## config.mk

```make
export PLATFORM = sky130hd
export DESIGN_NAME = sfcr_regs
export DESIGN_NICKNAME = d
export VERILOG_FILES = /design/src/inc/sfcr_pkg.sv /design/src/design/sfcr_pin_sync.sv /design/src/design/sfcr_regs.sv
export SDC_FILE = /design/constraint.sdc
export NUM_CORES = 1
export LEC_CHECK = 0
export BUFFER_PORTS_ARGS = -buffer_cell sky130_fd_sc_hd__clkbuf_2
export CAP_MARGIN = 40
export CELL_PAD_IN_SITES_DETAIL_PLACEMENT = 0
export CELL_PAD_IN_SITES_GLOBAL_PLACEMENT = 2
export CORE_AREA = 3 3 115 117
export CTS_BUF_LIST = sky130_fd_sc_hd__clkbuf_4 sky130_fd_sc_hd__clkbuf_8
export DETAILED_ROUTE_END_ITERATION = 16
export DIE_AREA = 0 0 118 120
export GPL_TIMING_DRIVEN = 0
export HOLD_SLACK_MARGIN = 0.12
export PLACE_DENSITY_LB_ADDON = 0.1
export SLEW_MARGIN = 15
export SYNTH_ARGS = -nofsm -noshare
export SYNTH_HDL_FRONTEND = slang
export SYNTH_SLANG_ARGS = --single-unit
```

## constraint.sdc

```tcl
create_clock -name clock -period 3.8 [get_ports clock]
set_input_delay 0.76 -clock clock [delete_from_list [all_inputs] [get_ports clock]]
set_output_delay 0.76 -clock clock [all_outputs]
set_load 0.05 [all_outputs]
```

## src/inc/sfcr_pkg.sv

```systemverilog
// Purpose: shared constants and types of the config/status register logic
// Assumes: 25 MHz system clock, serial link sampled by that clock
// Notes:   command codes and field positions live here, except the status busy, latch, fail and suspend bits
package sfcr_pkg;

  // ***************************************
  // command codes
  // ***************************************
  localparam logic [7:0] CMD_WRITE_UNLOCK    = 8'h06;
  localparam logic [7:0] CMD_WRITE_LOCK      = 8'h04;
  localparam logic [7:0] CMD_VOLATILE_UNLOCK = 8'h50;
  localparam logic [7:0] CMD_READ_STATUS_LO  = 8'h05;
  localparam logic [7:0] CMD_READ_STATUS_HI  = 8'h35;
  localparam logic [7:0] CMD_READ_CONFIG     = 8'h15;
  localparam logic [7:0] CMD_WRITE_STATUS    = 8'h01;
  localparam logic [7:0] CMD_WRITE_STATUS_HI = 8'h31;
  localparam logic [7:0] CMD_WRITE_CONFIG    = 8'h11;

  // ***************************************
  // configuration byte layout
  // ***************************************
  localparam int         CFG_PIN_FUNC   = 7;
  localparam int         CFG_DRV_HI     = 6;
  localparam int         CFG_DRV_LO     = 5;
  localparam int         CFG_WPS        = 2;
  localparam int         CFG_DC         = 1;
  localparam int         CFG_DLP        = 0;
  localparam logic [7:0] CFG_RESET      = 8'h00;
  localparam logic [7:0] CFG_WRITE_MASK = 8'he7;
  localparam logic [7:0] CFG_VOL_MASK   = 8'h03;

  // ***************************************
  // status register layout
  // ***************************************
  localparam int          ST_LOCK_LO        = 7;
  localparam int          ST_LOCK_HI        = 8;
  localparam int          ST_QE             = 9;
  localparam logic [15:0] STATUS_RESET      = 16'h0000;
  localparam logic [15:0] STATUS_WRITE_MASK = 16'h7bfc;
  localparam logic [15:0] STATUS_OTP_MASK   = 16'h3800;

  // ***************************************
  // frame lengths in serial clocks
  // ***************************************
  localparam logic [5:0] BITS_CMD      = 6'h08;
  localparam logic [5:0] BITS_ONE_BYTE = 6'h10;
  localparam logic [5:0] BITS_TWO_BYTE = 6'h18;
  localparam logic [5:0] BITS_MAX      = 6'h3f;

  // ***************************************
  // dummy counts and learning pattern
  // ***************************************
  localparam logic [3:0] DUMMY_BB_SHORT = 4'h4;
  localparam logic [3:0] DUMMY_BB_LONG  = 4'h8;
  localparam logic [3:0] DUMMY_EB_SHORT = 4'h6;
  localparam logic [3:0] DUMMY_EB_LONG  = 4'ha;
  localparam logic [3:0] DUMMY_ED_SHORT = 4'h8;
  localparam logic [3:0] DUMMY_ED_LONG  = 4'ha;
  localparam logic [7:0] LEARN_PATTERN  = 8'h34;

  // ***************************************
  // timing
  // ***************************************
  localparam int CLOCK_PERIOD_NS         = 40;
  localparam int REGISTER_WRITE_TIME_US  = 5000;
  localparam int REGISTER_WRITE_CYCLES   = (REGISTER_WRITE_TIME_US * 1000) / CLOCK_PERIOD_NS;
  localparam int BUSY_CNT_W              = 24;

  // ***************************************
  // types
  // ***************************************
  typedef enum logic [4:0] {
    PH_IDLE   = 5'b00001,
    PH_CMD    = 5'b00010,
    PH_DATA   = 5'b00100,
    PH_READ   = 5'b01000,
    PH_IGNORE = 5'b10000
  } sfcr_phase_t;

  // decoded configuration seen by the rest of the device
  typedef struct packed {
    logic       pin_is_hold;
    logic       pin_is_reset;
    logic [1:0] drive_strength;
    logic       block_lock_mode;
    logic [3:0] dummy_bb;
    logic [3:0] dummy_eb;
    logic [3:0] dummy_ed;
    logic       learn_enable;
    logic [7:0] learn_pattern;
  } sfcr_cfg_out_t;

  // state of the register block, apart from the pin synchroniser flops
  typedef struct packed {
    sfcr_phase_t           phase;
    logic [5:0]            bit_cnt;
    logic [7:0]            cmd;
    logic [15:0]           shift_in;
    logic [7:0]            shift_out;
    logic [15:0]           status;
    logic [7:0]            cfg;
    logic                  write_enable_latch;
    logic                  vol_armed;
    logic                  wr_busy;
    logic [BUSY_CNT_W-1:0] busy_cnt;
    logic                  so;
    logic                  so_oe;
  } sfcr_state_t;

endpackage
```

## src/design/sfcr_pin_sync.sv

```systemverilog
// Purpose: two-flop synchronisers with edge detection for link pins
// Assumes: pins are asynchronous to clock
// Notes:   the first flop feeds only the second
`timescale 1ns/1ps
module sfcr_pin_sync #(
  parameter int           W    = 3,
  parameter logic [W-1:0] IDLE = '1
) (
  // clock and reset
  input  wire logic         clock,
  input  wire logic         reset_n,
  // raw pins
  input  wire logic [W-1:0] pin,
  // synchronised level and edges
  output logic      [W-1:0] level,
  output logic      [W-1:0] rise,
  output logic      [W-1:0] fall
);

  logic [W-1:0] meta_r;  // first stage
  logic [W-1:0] sync_r;  // second stage
  logic [W-1:0] prev_r;  // delayed for edges

  // ***************************************
  // synchroniser chain, preset to the idle level of each pin
  // ***************************************
  always_ff @(posedge clock or negedge reset_n)
  begin
    if (!reset_n)
    begin
      meta_r <= IDLE;
      sync_r <= IDLE;
      prev_r <= IDLE;
    end
    else
    begin
      meta_r <= pin;
      sync_r <= meta_r;
      prev_r <= sync_r;
    end
  end

  // edges from the second and third stage only
  assign level = sync_r;
  assign rise  = sync_r & ~prev_r;
  assign fall  = ~sync_r & prev_r;

endmodule

```

## src/design/sfcr_regs.sv

```systemverilog
// Purpose: configuration/status register commands of a serial flash
// Assumes: serial mode 0, link pins sampled by the 25 MHz clock
// Notes:   array program/erase lives elsewhere; busy comes in
//
// Summary of operation
// - config read accepted even while busy
// - config byte shifted out, IO1-IO3 ignored
// - config byte fields, all reset zero
// - pin function hold/reset only when quad off
// - two-bit drive strength selection
// - protect scheme selects block or lock bits
// - dummy select sets dummy clock counts
// - dummy and pattern bits volatile, zero default
// - learning pattern enable drives fixed pattern
// - register writes need write enable latch or volatile arm
// - status write keeps read-only and latch bits
// - status write ends at 8 or 16
// - one-byte status write keeps upper byte
// - valid end starts timed busy cycle
// - status readable during busy cycle
// - hardware protected mode refuses status writes
// - status write opcodes 01H and 31H
// - config write ends exactly after one byte
// - config write runs timed busy cycle
// - status bit0 busy, bit1 latch
// - volatile enable makes next write volatile
// - quad enable turns pins into data
`timescale 1ns/1ps
module sfcr_regs #(
  parameter int TW_CYCLES = sfcr_pkg::REGISTER_WRITE_CYCLES
) (
  // clock and reset
  input  wire logic                   clock,
  input  wire logic                   reset_n,
  // serial link pins
  input  wire logic                   sclk,
  input  wire logic                   cs_n,
  input  wire logic                   si,
  input  wire logic                   wp_n,
  output logic                        so,
  output logic                        so_oe,
  // array engine, same clock
  input  wire logic                   array_busy,
  input  wire logic                   suspend_flag,
  input  wire logic                   program_fail_flag,
  // register contents and decode
  output logic [15:0]                 status_out,
  output logic [7:0]                  config_out,
  output sfcr_pkg::sfcr_cfg_out_t     cfg_dec
);

  // ***************************************
  // pin synchronisation
  // ***************************************
  logic [2:0] pin_lvl;  // sclk, cs_n, si levels
  logic [2:0] pin_rise; // rising edges
  logic [2:0] pin_fall; // falling edges

  sfcr_pin_sync #(
    .W    (3),
    .IDLE (3'b010) // sclk low, cs_n high, si low: no false edge after reset
  ) u_sync (
    .clock   (clock),
    .reset_n (reset_n),
    .pin     ({sclk, cs_n, si}),
    .level   (pin_lvl),
    .rise    (pin_rise),
    .fall    (pin_fall)
  );

  logic wp_meta_r; // protect pin first stage
  logic wp_s_r;    // protect pin synchronised

  // protect pin synchroniser
  always_ff @(posedge clock or negedge reset_n)
  begin
    if (!reset_n)
    begin
      wp_meta_r <= 1'b1;
      wp_s_r    <= 1'b1;
    end
    else
    begin
      wp_meta_r <= wp_n;
      wp_s_r    <= wp_meta_r;
    end
  end

  logic cs_s;      // chip select level
  logic si_s;      // serial in level
  logic sclk_rise; // sample edge
  logic sclk_fall; // shift-out edge
  logic cs_rise;   // frame end
  logic cs_fall;   // frame start

  assign cs_s      = pin_lvl[1];
  assign si_s      = pin_lvl[0];
  assign sclk_rise = pin_rise[2];
  assign sclk_fall = pin_fall[2];
  assign cs_rise   = pin_rise[1];
  assign cs_fall   = pin_fall[1];

  // ***************************************
  // state and decode helpers
  // ***************************************
  sfcr_pkg::sfcr_state_t s_r;   // registered state
  sfcr_pkg::sfcr_state_t s_nxt; // next state

  logic        busy_any;   // any self-timed work running
  logic        qe;         // quad enable
  logic        hw_locked;  // status and config frozen
  logic        write_ok;   // a register write may proceed
  logic        volatile_w; // this write updates volatile copy only
  logic [15:0] status_rd;  // status as read by the host
  logic [7:0]  cfg_rd;     // config as read by the host
  logic        wr_sr_lo;   // 01H with one byte
  logic        wr_sr_both; // 01H with two bytes
  logic        wr_sr_hi;   // 31H with one byte
  logic        wr_cr;      // 11H with one byte
  logic        accept_nv;  // write starting a timed cycle
  logic [7:0]  cmd_byte;   // command as it completes
  localparam int BCW = sfcr_pkg::BUSY_CNT_W; // busy counter width

  // busy covers array work and register cycles
  assign busy_any = s_r.wr_busy | array_busy;
  assign qe       = s_r.status[sfcr_pkg::ST_QE];

  // protect pin is data while quad is on
  always_comb
  begin
    hw_locked = s_r.status[sfcr_pkg::ST_LOCK_HI] |
                (s_r.status[sfcr_pkg::ST_LOCK_LO] & ~wp_s_r & ~qe);
  end

  // status as seen by reads
  always_comb
  begin
    status_rd = {suspend_flag, s_r.status[14:11], program_fail_flag,
                 s_r.status[9:2], s_r.write_enable_latch, busy_any};
  end

  // reserved config bits never stored
  assign cfg_rd = s_r.cfg & sfcr_pkg::CFG_WRITE_MASK;

  // write frames ended exactly on a byte boundary
  always_comb
  begin
    wr_sr_lo   = (s_r.cmd == sfcr_pkg::CMD_WRITE_STATUS) &&
                 (s_r.bit_cnt == sfcr_pkg::BITS_ONE_BYTE);
    wr_sr_both = (s_r.cmd == sfcr_pkg::CMD_WRITE_STATUS) &&
                 (s_r.bit_cnt == sfcr_pkg::BITS_TWO_BYTE);
    wr_sr_hi   = (s_r.cmd == sfcr_pkg::CMD_WRITE_STATUS_HI) &&
                 (s_r.bit_cnt == sfcr_pkg::BITS_ONE_BYTE);
    wr_cr      = (s_r.cmd == sfcr_pkg::CMD_WRITE_CONFIG) &&
                 (s_r.bit_cnt == sfcr_pkg::BITS_ONE_BYTE);
  end

  // latch or volatile arm, not busy, not locked
  assign write_ok   = (s_r.write_enable_latch | s_r.vol_armed) & ~busy_any & ~hw_locked;
  assign volatile_w = s_r.vol_armed;
  assign accept_nv  = cs_rise && (s_r.phase != sfcr_pkg::PH_IDLE) && write_ok && !volatile_w &&
                      (wr_sr_lo || wr_sr_both || wr_sr_hi || wr_cr);
  assign cmd_byte   = {s_r.shift_in[6:0], si_s};

  // ***************************************
  // next-state logic
  // ***************************************
  always_comb
  begin
    s_nxt = s_r;
    // self-timed register cycle countdown
    if (s_r.wr_busy)
    begin
      if (s_r.busy_cnt == '0)
      begin
        s_nxt.wr_busy = 1'b0;
        s_nxt.write_enable_latch     = 1'b0;
      end
      else
      begin
        s_nxt.busy_cnt = s_r.busy_cnt - 1'b1;
      end
    end
    if (cs_fall)
    begin
      // new frame
      s_nxt.phase   = sfcr_pkg::PH_CMD;
      s_nxt.bit_cnt = '0;
      s_nxt.so_oe   = 1'b0;
    end
    else if (cs_rise)
    begin
      // frame end: act only on clean boundaries
      s_nxt.phase = sfcr_pkg::PH_IDLE;
      s_nxt.so_oe = 1'b0;
      if (s_r.phase != sfcr_pkg::PH_IDLE)
      begin
        // volatile arm lasts exactly one frame
        s_nxt.vol_armed = (s_r.cmd == sfcr_pkg::CMD_VOLATILE_UNLOCK) &&
                          (s_r.bit_cnt == sfcr_pkg::BITS_CMD);
        if (s_r.bit_cnt == sfcr_pkg::BITS_CMD)
        begin
          if (s_r.cmd == sfcr_pkg::CMD_WRITE_UNLOCK && !busy_any)
          begin
            s_nxt.write_enable_latch = 1'b1;
          end
          else if (s_r.cmd == sfcr_pkg::CMD_WRITE_LOCK && !s_r.wr_busy)
          begin
            s_nxt.write_enable_latch = 1'b0;
          end
        end
        if (write_ok)
        begin
          if (wr_sr_lo)
          begin
            // low byte only, upper byte kept
            s_nxt.status[7:0] = (s_r.status[7:0] & ~sfcr_pkg::STATUS_WRITE_MASK[7:0]) |
                                (s_r.shift_in[7:0] & sfcr_pkg::STATUS_WRITE_MASK[7:0]);
          end
          else if (wr_sr_both)
          begin
            // first byte low, second byte high; otp bits only set
            s_nxt.status = (s_r.status & ~sfcr_pkg::STATUS_WRITE_MASK) |
                           ({s_r.shift_in[7:0], s_r.shift_in[15:8]} & sfcr_pkg::STATUS_WRITE_MASK) |
                           (s_r.status & sfcr_pkg::STATUS_OTP_MASK);
          end
          else if (wr_sr_hi)
          begin
            s_nxt.status[15:8] = (s_r.status[15:8] & ~sfcr_pkg::STATUS_WRITE_MASK[15:8]) |
                                 (s_r.shift_in[7:0] & sfcr_pkg::STATUS_WRITE_MASK[15:8]) |
                                 (s_r.status[15:8] & sfcr_pkg::STATUS_OTP_MASK[15:8]);
          end
          else if (wr_cr)
          begin
            s_nxt.cfg = s_r.shift_in[7:0] & sfcr_pkg::CFG_WRITE_MASK;
          end
          if (accept_nv)
          begin
            // non-volatile write: timed cycle with busy set
            s_nxt.wr_busy  = 1'b1;
            s_nxt.busy_cnt = BCW'(TW_CYCLES - 1);
          end
        end
      end
    end
    else if (!cs_s && sclk_rise)
    begin
      // sample serial input
      s_nxt.shift_in = {s_r.shift_in[14:0], si_s};
      if (s_r.bit_cnt != sfcr_pkg::BITS_MAX)
      begin
        s_nxt.bit_cnt = s_r.bit_cnt + 1'b1;
      end
      if (s_r.phase == sfcr_pkg::PH_CMD && s_r.bit_cnt == 6'h07)
      begin
        s_nxt.cmd = cmd_byte;
        unique case (cmd_byte)
          sfcr_pkg::CMD_READ_CONFIG:
          begin
            // accepted even while busy
            s_nxt.phase     = sfcr_pkg::PH_READ;
            s_nxt.shift_out = cfg_rd;
          end
          sfcr_pkg::CMD_READ_STATUS_LO:
          begin
            s_nxt.phase     = sfcr_pkg::PH_READ;
            s_nxt.shift_out = status_rd[7:0];
          end
          sfcr_pkg::CMD_READ_STATUS_HI:
          begin
            s_nxt.phase     = sfcr_pkg::PH_READ;
            s_nxt.shift_out = status_rd[15:8];
          end
          sfcr_pkg::CMD_WRITE_STATUS,
          sfcr_pkg::CMD_WRITE_STATUS_HI,
          sfcr_pkg::CMD_WRITE_CONFIG:
          begin
            s_nxt.phase = sfcr_pkg::PH_DATA;
          end
          default:
          begin
            // other commands handled elsewhere or at frame end
            s_nxt.phase = sfcr_pkg::PH_IGNORE;
          end
        endcase
      end
    end
    else if (!cs_s && sclk_fall && s_r.phase == sfcr_pkg::PH_READ)
    begin
      // shift out msb first; byte repeats until frame end
      s_nxt.so        = s_r.shift_out[7];
      s_nxt.so_oe     = 1'b1;
      s_nxt.shift_out = {s_r.shift_out[6:0], s_r.shift_out[7]};
    end
  end

  // ***************************************
  // state register
  // ***************************************
  always_ff @(posedge clock or negedge reset_n)
  begin
    if (!reset_n)
    begin
      s_r           <= '0;
      s_r.phase     <= sfcr_pkg::PH_IDLE;
      s_r.status    <= sfcr_pkg::STATUS_RESET;
      s_r.cfg       <= sfcr_pkg::CFG_RESET;
    end
    else
    begin
      s_r <= s_nxt;
    end
  end

  // ***************************************
  // outputs
  // ***************************************
  assign so         = s_r.so;
  assign so_oe      = s_r.so_oe;
  assign status_out = status_rd;
  assign config_out = cfg_rd;

  // configuration decode for pins, drivers and read engine
  always_comb
  begin
    cfg_dec.pin_is_hold     = ~qe & ~s_r.cfg[sfcr_pkg::CFG_PIN_FUNC];
    cfg_dec.pin_is_reset    = ~qe & s_r.cfg[sfcr_pkg::CFG_PIN_FUNC];
    cfg_dec.drive_strength  = {s_r.cfg[sfcr_pkg::CFG_DRV_HI], s_r.cfg[sfcr_pkg::CFG_DRV_LO]};
    cfg_dec.block_lock_mode = s_r.cfg[sfcr_pkg::CFG_WPS];
    cfg_dec.dummy_bb        = s_r.cfg[sfcr_pkg::CFG_DC] ? sfcr_pkg::DUMMY_BB_LONG : sfcr_pkg::DUMMY_BB_SHORT;
    cfg_dec.dummy_eb        = s_r.cfg[sfcr_pkg::CFG_DC] ? sfcr_pkg::DUMMY_EB_LONG : sfcr_pkg::DUMMY_EB_SHORT;
    cfg_dec.dummy_ed        = s_r.cfg[sfcr_pkg::CFG_DC] ? sfcr_pkg::DUMMY_ED_LONG : sfcr_pkg::DUMMY_ED_SHORT;
    cfg_dec.learn_enable    = s_r.cfg[sfcr_pkg::CFG_DLP];
    cfg_dec.learn_pattern   = s_r.cfg[sfcr_pkg::CFG_DLP] ? sfcr_pkg::LEARN_PATTERN : 8'h00;
  end

  // ***************************************
  // assertions
  // ***************************************
  property p_cfg_read_load;
    @(posedge clock) disable iff (!reset_n)
    (!cs_s && sclk_rise && !cs_rise && !cs_fall && s_r.phase == sfcr_pkg::PH_CMD &&
     s_r.bit_cnt == 6'h07 && cmd_byte == sfcr_pkg::CMD_READ_CONFIG)
    |=> (s_r.phase == sfcr_pkg::PH_READ) && (s_r.shift_out == $past(cfg_rd));
  endproperty
  a_cfg_read_load: assert property (p_cfg_read_load) else $error("config read not loaded");

  property p_reserved_zero;
    @(posedge clock) disable iff (!reset_n)
    cs_rise |=> (s_r.cfg[4:3] == 2'b00);
  endproperty
  a_reserved_zero: assert property (p_reserved_zero) else $error("reserved config bits set");

  property p_no_latch_no_write;
    @(posedge clock) disable iff (!reset_n)
    (cs_rise && !s_r.write_enable_latch && !s_r.vol_armed) |=> $stable(s_r.cfg) && $stable(s_r.status) && !s_r.wr_busy;
  endproperty
  a_no_latch_no_write: assert property (p_no_latch_no_write) else $error("write without latch");

  property p_lock_refuses;
    @(posedge clock) disable iff (!reset_n)
    (cs_rise && hw_locked) |=> $stable(s_r.status) && $stable(s_r.cfg);
  endproperty
  a_lock_refuses: assert property (p_lock_refuses) else $error("write while protected");

  property p_upper_kept;
    @(posedge clock) disable iff (!reset_n)
    (cs_rise && wr_sr_lo && s_r.phase != sfcr_pkg::PH_IDLE) |=> $stable(s_r.status[15:8]);
  endproperty
  a_upper_kept: assert property (p_upper_kept) else $error("upper status changed");

  property p_busy_start;
    @(posedge clock) disable iff (!reset_n)
    accept_nv |=> s_r.wr_busy && status_out[0] ##1 s_r.busy_cnt == BCW'(TW_CYCLES - 2);
  endproperty
  a_busy_start: assert property (p_busy_start) else $error("timed cycle not started");

  property p_cycle_end;
    @(posedge clock) disable iff (!reset_n)
    (s_r.wr_busy && s_r.busy_cnt == '0) |=> !s_r.wr_busy && !s_r.write_enable_latch;
  endproperty
  a_cycle_end: assert property (p_cycle_end) else $error("latch not cleared at cycle end");

  property p_bad_boundary;
    @(posedge clock) disable iff (!reset_n)
    (cs_rise && s_r.cmd == sfcr_pkg::CMD_WRITE_STATUS && s_r.bit_cnt != sfcr_pkg::BITS_ONE_BYTE &&
     s_r.bit_cnt != sfcr_pkg::BITS_TWO_BYTE) |=> $stable(s_r.status) && !$rose(s_r.wr_busy);
  endproperty
  a_bad_boundary: assert property (p_bad_boundary) else $error("misaligned status write taken");

  property p_ro_bits_kept;
    @(posedge clock) disable iff (!reset_n)
    cs_rise |=> s_r.status[1:0] == $past(s_r.status[1:0]) && s_r.status[15] == $past(s_r.status[15]);
  endproperty
  a_ro_bits_kept: assert property (p_ro_bits_kept) else $error("read-only status bits written");

  property p_oe_off;
    @(posedge clock) disable iff (!reset_n)
    cs_rise |=> !so_oe;
  endproperty
  a_oe_off: assert property (p_oe_off) else $error("output driven after frame");

  c_config_write: cover property (@(posedge clock) disable iff (!reset_n) accept_nv && wr_cr);
  c_status_two:   cover property (@(posedge clock) disable iff (!reset_n) accept_nv && wr_sr_both);
  c_volatile:     cover property (@(posedge clock) disable iff (!reset_n) cs_rise && write_ok && volatile_w);
  c_read_busy:    cover property (@(posedge clock) disable iff (!reset_n)
                                  s_r.wr_busy && s_r.phase == sfcr_pkg::PH_READ);

endmodule

```

# After elaboration in Yosys (flattened, before gate mapping)
# Index checks and enable logic that the tools add are counted.
[totals]
reg_bits = 105
input_bits = 9
word_cells = 156
[classes]
add_sub_neg = 2
n_eq_ne = 24
muxes = 38
n_bitwise = 29
n_reduce_logical = 44
[ops]
columns = ["cell", "count"]
rows = [
  ["two-way mux 25 bit", 3],
  ["two-way mux 8 bit", 8],
  ["two-way mux 27 bit", 2],
  ["two-way mux 38 bit", 1],
  ["two-way mux 35 bit", 1],
  ["two-way mux 28 bit", 1],
  ["equality test 8 x 3 -> 1 bit, second input constant", 3],
  ["equality test 8 x 5 -> 1 bit, second input constant", 3],
  ["equality test 8 x 6 -> 1 bit, second input constant", 3],
  ["logical NOT 24 bit", 1],
  ["two-way mux 24 bit", 1],
  ["case mux 8 bit (3 select lines)", 1],
  ["subtractor 24 x 1 -> 24 bit, second input constant", 1],
  ["equality test 8 x 1 -> 1 bit, second input constant", 2],
  ["OR 16 x 14 -> 16 bit", 1],
  ["OR 16 x 15 -> 16 bit", 1],
  ["logical AND 1 bit", 15],
  ["equality test 6 x 5 -> 1 bit, second input constant", 2],
  ["two-way mux 6 bit", 2],
  ["two-way mux 11 bit", 1],
  ["NOT 1 bit", 11],
  ["two-way mux 5 bit", 2],
  ["case mux 5 bit (2 select lines)", 1],
  ["AND reduction 5 bit", 2],
  ["31 further kinds", 68],
]

# Longest topological paths before layout
[logic_depth]
depth_word = 14
mapped_depth = 9
mapped_depth_nobuf = 7

# Modules after synthesis
# A second synthesis with hierarchy kept.
[unflattened]
cells_unflattened = 469
area_unflattened_um2 = 5078.6
[by_module_without_submodules]
columns = ["mod", "instances", "cells_each", "area_per_inst_um2"]
rows = [
  ["sfcr_regs", 1, 454, 4797.1],
  ["sfcr_pin_sync", 1, 15, 281.5],
]

# Worst setup path before layout
# Ideal clock, no wire load.
[synth_path]
path_type = "input-to-reg"
startpoint = "input port array_busy"
endpoint = "register s_r, in the netlist cfg_dec[21]"
setup_ps = 125
t_arrival_ps = 2517
required_ps = 3675
path_slack_ps = 1158
stages = 7
path_buffers = 1
cell_sequence = "nor2_2 inv_2 or4_4 or3_1 or3_1 buf_6 mux2_4"
[synth_between]
elab_chain_len = 5
[synth_lines]
columns = ["element", "line", "rtl"]
rows = [
  ["start, declared", "sfcr_regs.sv:43", "input wire logic array_busy,"],
  ["OR 1 bit", "sfcr_regs.sv:125", "assign busy_any = s_r.wr_busy | array_busy;"],
  ["named net busy_any", "sfcr_regs.sv:109", "logic busy_any;"],
  ["NOT 1 bit", "sfcr_regs.sv:159", "assign write_ok = (s_r.write_enable_latch | s_r.vol_armed) & ~busy_any & ~hw_locked;"],
  ["AND 1 bit (2 in a row)", "sfcr_regs.sv:159", ""],
  ["AND reduction 8 bit (no source line)", "-", ""],
  ["end signal, assigned", "sfcr_regs.sv:311", "s_r <= s_nxt;"],
  ["end, declared", "sfcr_regs.sv:106", "sfcr_pkg::sfcr_state_t s_r;"],
]
# The timed path passes the listed nets, and every way through them passes these cells.
# A chain may end at the register's enable or synchronous reset.

==> results.json <==
{
  "outcome": "complete, no violations",
  "crit_path_max_incr_delay_ns": 0.63,
  "finalCritPeriodShare_pct": 79.6,
  "timing.final.hold_violations": 0,
  "worst_path_dominant_cell_family": "compound AO/OA/AOI/OAI gates",
  "cp_max_fo": 10,
  "area_of_the_die_um2": 14200,
  "number_of_buffers_added_by_the_clock_tree_synthesis_step": 9,
  "final_period_minus_worst_setup_slack_ns": 3.02,
  "pre_cts_ws_ns": 0.565,
  "numPortBuffers": 46,
  "drc": 0,
  "antenna_found_initial": 0,
  "crit_path_start_kind": "register",
  "dpl.cell_count": 717,
  "register_bit_count_reported_by_yosys": 100,
  "final_max_slew_viol_count": 0,
  "antennaDiodeCount": 0,
  "reg2reg_slack_ns": 0.78,
  "crit_type": "register to register",
  "placeableCoreArea_um2": 12500,
  "gp_congestion": 0.801,
  "grt_pass1_vias": 3850,
  "wire_length_after_detailed_routing_um": 11700,
  "yosys-top-cells-area": "sky130_fd_sc_hd__dfrtp_1 46%, sky130_fd_sc_hd__buf_4 6.9%, sky130_fd_sc_hd__mux2_2 6.3%",
  "post-dp-hpwl_um": 8580,
  "clk_transition_reported_paths_ns": 0.11,
  "power.ir.vdd_worst_mv": 0.249,
  "cts_resized": 0,
  "routed_wire_length_per_instance_um": 16.0,
  "first_element_of_the_critical_path": "s_r[2]$_DFF_PN0_",
  "synth-warning-count": 0,
  "timing.critical_path.cells": "inv_1 > ha_1 > nor3b_1 > nand4_1 > o21ai_0 > buf_2 > o21ai_0 > a32o_1",
  "floorplan.io_pins": 61,
  "areaGrowthSynthToFinish_pct": 14.5,
  "worstMarginPinSlew_ns": 0.810,
  "relSlewSlack_pct": 45.6,
  "yosys.area.top_type_share_pct": 45.7,
  "number_of_max_capacitance_violations_reported": 0,
  "leakagePower_nw": 2.70,
  "post_synth_num_cell_types": 62,
  "yosys_most_used_dff": "sky130_fd_sc_hd__dfrtp_1",
  "fin_skew_ns": 0.0102,
  "dr_iter_0_viols": 252,
  "edff_count_synth": 0,
  "critical_path.most_common_cell": "sky130_fd_sc_hd__o21ai_0",
  "timing.final.ws_setup_ns": 0.776,
  "grt_max_degree": 64,
  "worstPathBufferInverterCount": 2,
  "floorplan.initialDensity_pct": 41.3,
  "cts_hold_buf": 0,
  "cts.root.buffer_cell": "sky130_fd_sc_hd__clkbuf_8",
  "post_cts_buffers": 0,
  "cts.htree.levels": 3,
  "critPathArrivalTime_ns": 3.31,
  "post_synth_instance_area_um2": 5150,
  "tritoncts_clock_tree": "built",
  "final.setup.tns_ns": 0,
  "route.vias.total": 3784,
  "crit_path_end_kind": "register",
  "antenna_left": 0,
  "post_synth.cell_area_avg_um2": 10.6,
  "power_mw": 2.20,
  "rr_startpoint": "s_r[2]$_DFF_PN0_",
  "worst_skew_pair.late_latency_ns": 0.39,
  "synth_seq_area_share_pct": 48.8,
  "rsz0062_at_grt": "no",
  "timing.final.setup_violations": 0,
  "clockBufferDepth": 2,
  "yosys-top-cells-count": "94 x sky130_fd_sc_hd__dfrtp_1, 47 x sky130_fd_sc_hd__buf_4, 33 x sky130_fd_sc_hd__nor2_1",
  "gr-usage-all-layers_pct": 17.4,
  "detail_route.vias_per_cell": 5.16,
  "syn_inst": 484,
  "dieHeight_um": 120,
  "hp-class": "primary input to async pin",
  "num-nets-final": 570,
  "yosysTopAreaCell": "sky130_fd_sc_hd__dfrtp_1",
  "placementRows": 41,
  "numClockSinks": 100,
  "wire_length_of_the_first_global_routing_pass_um": 19700,
  "grt_remaining_overflow": 0,
  "cpMaxStageDelayCell": "sky130_fd_sc_hd__o21ai_0",
  "layoutNonFillerInstCount": 733,
  "top_achievable_clock_speed_mhz": 331,
  "postLayoutCoreUtil_pct": 47.3,
  "chipWidth_um": 118,
  "power_density_nw_per_um2": 374,
  "critical_path_required_ns": 4.08,
  "drt-pass1-iter-count": 5,
  "post_route_cells_drive_above_1_share_pct": 29.8,
  "synthArstFlopShare_pct": 100,
  "yosys.cell_count.top_type": "sky130_fd_sc_hd__dfrtp_1"
}
==> state kept, by name, indices dropped and copies added (netlist names) <==
signal,count
config_out,2
so,1
status_out,13
cfg_dec,4
cmd_byte,7
wp_s_r,1
wp_meta_r,1
u_sync.meta_r,3
s_r,61
volatile_w,1
u_sync.level,3
so_oe,1
u_sync.prev_r,2
==> cells in the final DEF, fill, tap and decap left out, types with 6 or more instances in the layout <==
master	n
sky130_fd_sc_hd__dfrtp_1	94
sky130_fd_sc_hd__buf_4	48
sky130_fd_sc_hd__clkbuf_2	45
sky130_fd_sc_hd__nor2_1	33
sky130_fd_sc_hd__mux2_2	29
sky130_fd_sc_hd__nand2_1	25
sky130_fd_sc_hd__a21oi_1	17
sky130_fd_sc_hd__o21ai_0	15
sky130_fd_sc_hd__clkbuf_1	14
sky130_fd_sc_hd__conb_1	14
sky130_fd_sc_hd__inv_1	11
sky130_fd_sc_hd__nor4_1	11
sky130_fd_sc_hd__nor3_1	11
sky130_fd_sc_hd__nand3_1	10
sky130_fd_sc_hd__a21o_1	10
sky130_fd_sc_hd__clkbuf_8	10
sky130_fd_sc_hd__o31ai_1	8
sky130_fd_sc_hd__or3_1	7
sky130_fd_sc_hd__a211oi_1	7
sky130_fd_sc_hd__xnor2_1	7
sky130_fd_sc_hd__nor3b_1	6
sky130_fd_sc_hd__or4_1	6
sky130_fd_sc_hd__and3_1	6
sky130_fd_sc_hd__nand2b_1	6
sky130_fd_sc_hd__mux2i_1	6
sky130_fd_sc_hd__mux2_4	6
sky130_fd_sc_hd__dfstp_2	6
==> stage by stage <==
step                hold slack (ns)  cell area [µm²]
floorplan                     0.331             5190
global placement              0.336             5640
detailed placement            0.342             5690
global route                  0.269             5890
CTS                           0.262             5890
finish                        0.266             5890
==> worst register-to-register path: cells and delay by family, from the launching register on <==
family	cells	cell delay (ns)
AO/OA/AOI/OAI	3	0.96
AND/OR/NAND/NOR	2	0.87
buffers and inverters	2	0.46
flip-flops	1	0.41
adder cells (fa/ha/maj)	1	0.21
==> cell type report <==
| type | count | area (µm²) |
|---|---|---|
| multi-input combinational | 318 | 2200 |
| clock buffer | 9 | 124 |
| tap | 172 | 215 |
| inverter | 12 | 45.0 |
| timing repair buffer | 49 | 279 |
| buffer | 66 | 435 |
| clock inverter | 7 | 81.3 |
| fill | 1223 | 6570 |
| sequential | 100 | 2510 |
==> worst paths after layout <==
check | to | depth (start not counted)
worst max-delay path | status_out[1]$_DFF_PN0_ | 8
worst min-delay path | s_r[16]$_DFF_PN0_ | 1
worst min register to register | u_sync.level[1]$_DFF_PN1_ | 0
worst max register to register | status_out[1]$_DFF_PN0_ | 8
min in group clock | u_sync.level[1]$_DFF_PN1_ | 0
max in group asynchronous | u_sync.prev_r[1]$_DFF_PN1_ | 2
==> power by group <==
| group | leakage [nW] | switching, mW | internal, mW |
|---|---|---|---|
| logic | 1.35 | 0.181 | 0.115 |
| clock network | 0.104 | 0.428 | 0.264 |
| registers | 1.25 | 0.0848 | 1.13 |
==> routing by layer <==
| layer | share of wire [%] | vias to the layer above | GRT usage (%) | wire length [µm] |
|---|---|---|---|---|
| met4 | 1.5 | 0 | 5.86 | 178 |
| met5 | 0 | - | 0 | 0 |
| li1 | - | 1850 | - | - |
| met3 | 4.1 | 12 | 3.91 | 477 |
| met2 | 48 | 69 | 28.1 | 5610 |
| met1 | 47 | 1853 | 23.3 | 5470 |
==> cell families (layout without fill, tap and decap cells) <==
logic type	after synthesis	in the layout	share of synthesized area, %
flip-flops	100	100	48.8
AND/OR/NAND/NOR	159	159	17.6
AO/OA/AOI/OAI	88	88	11.8
XOR/XNOR	11	11	1.87
adder cells (fa/ha/maj)	5	5	1.22
buffers and inverters	78	143	9.33
multiplexers	41	41	9.26
other	2	14	0.146
No activity file was read; power rests on OpenSTA's default activity.
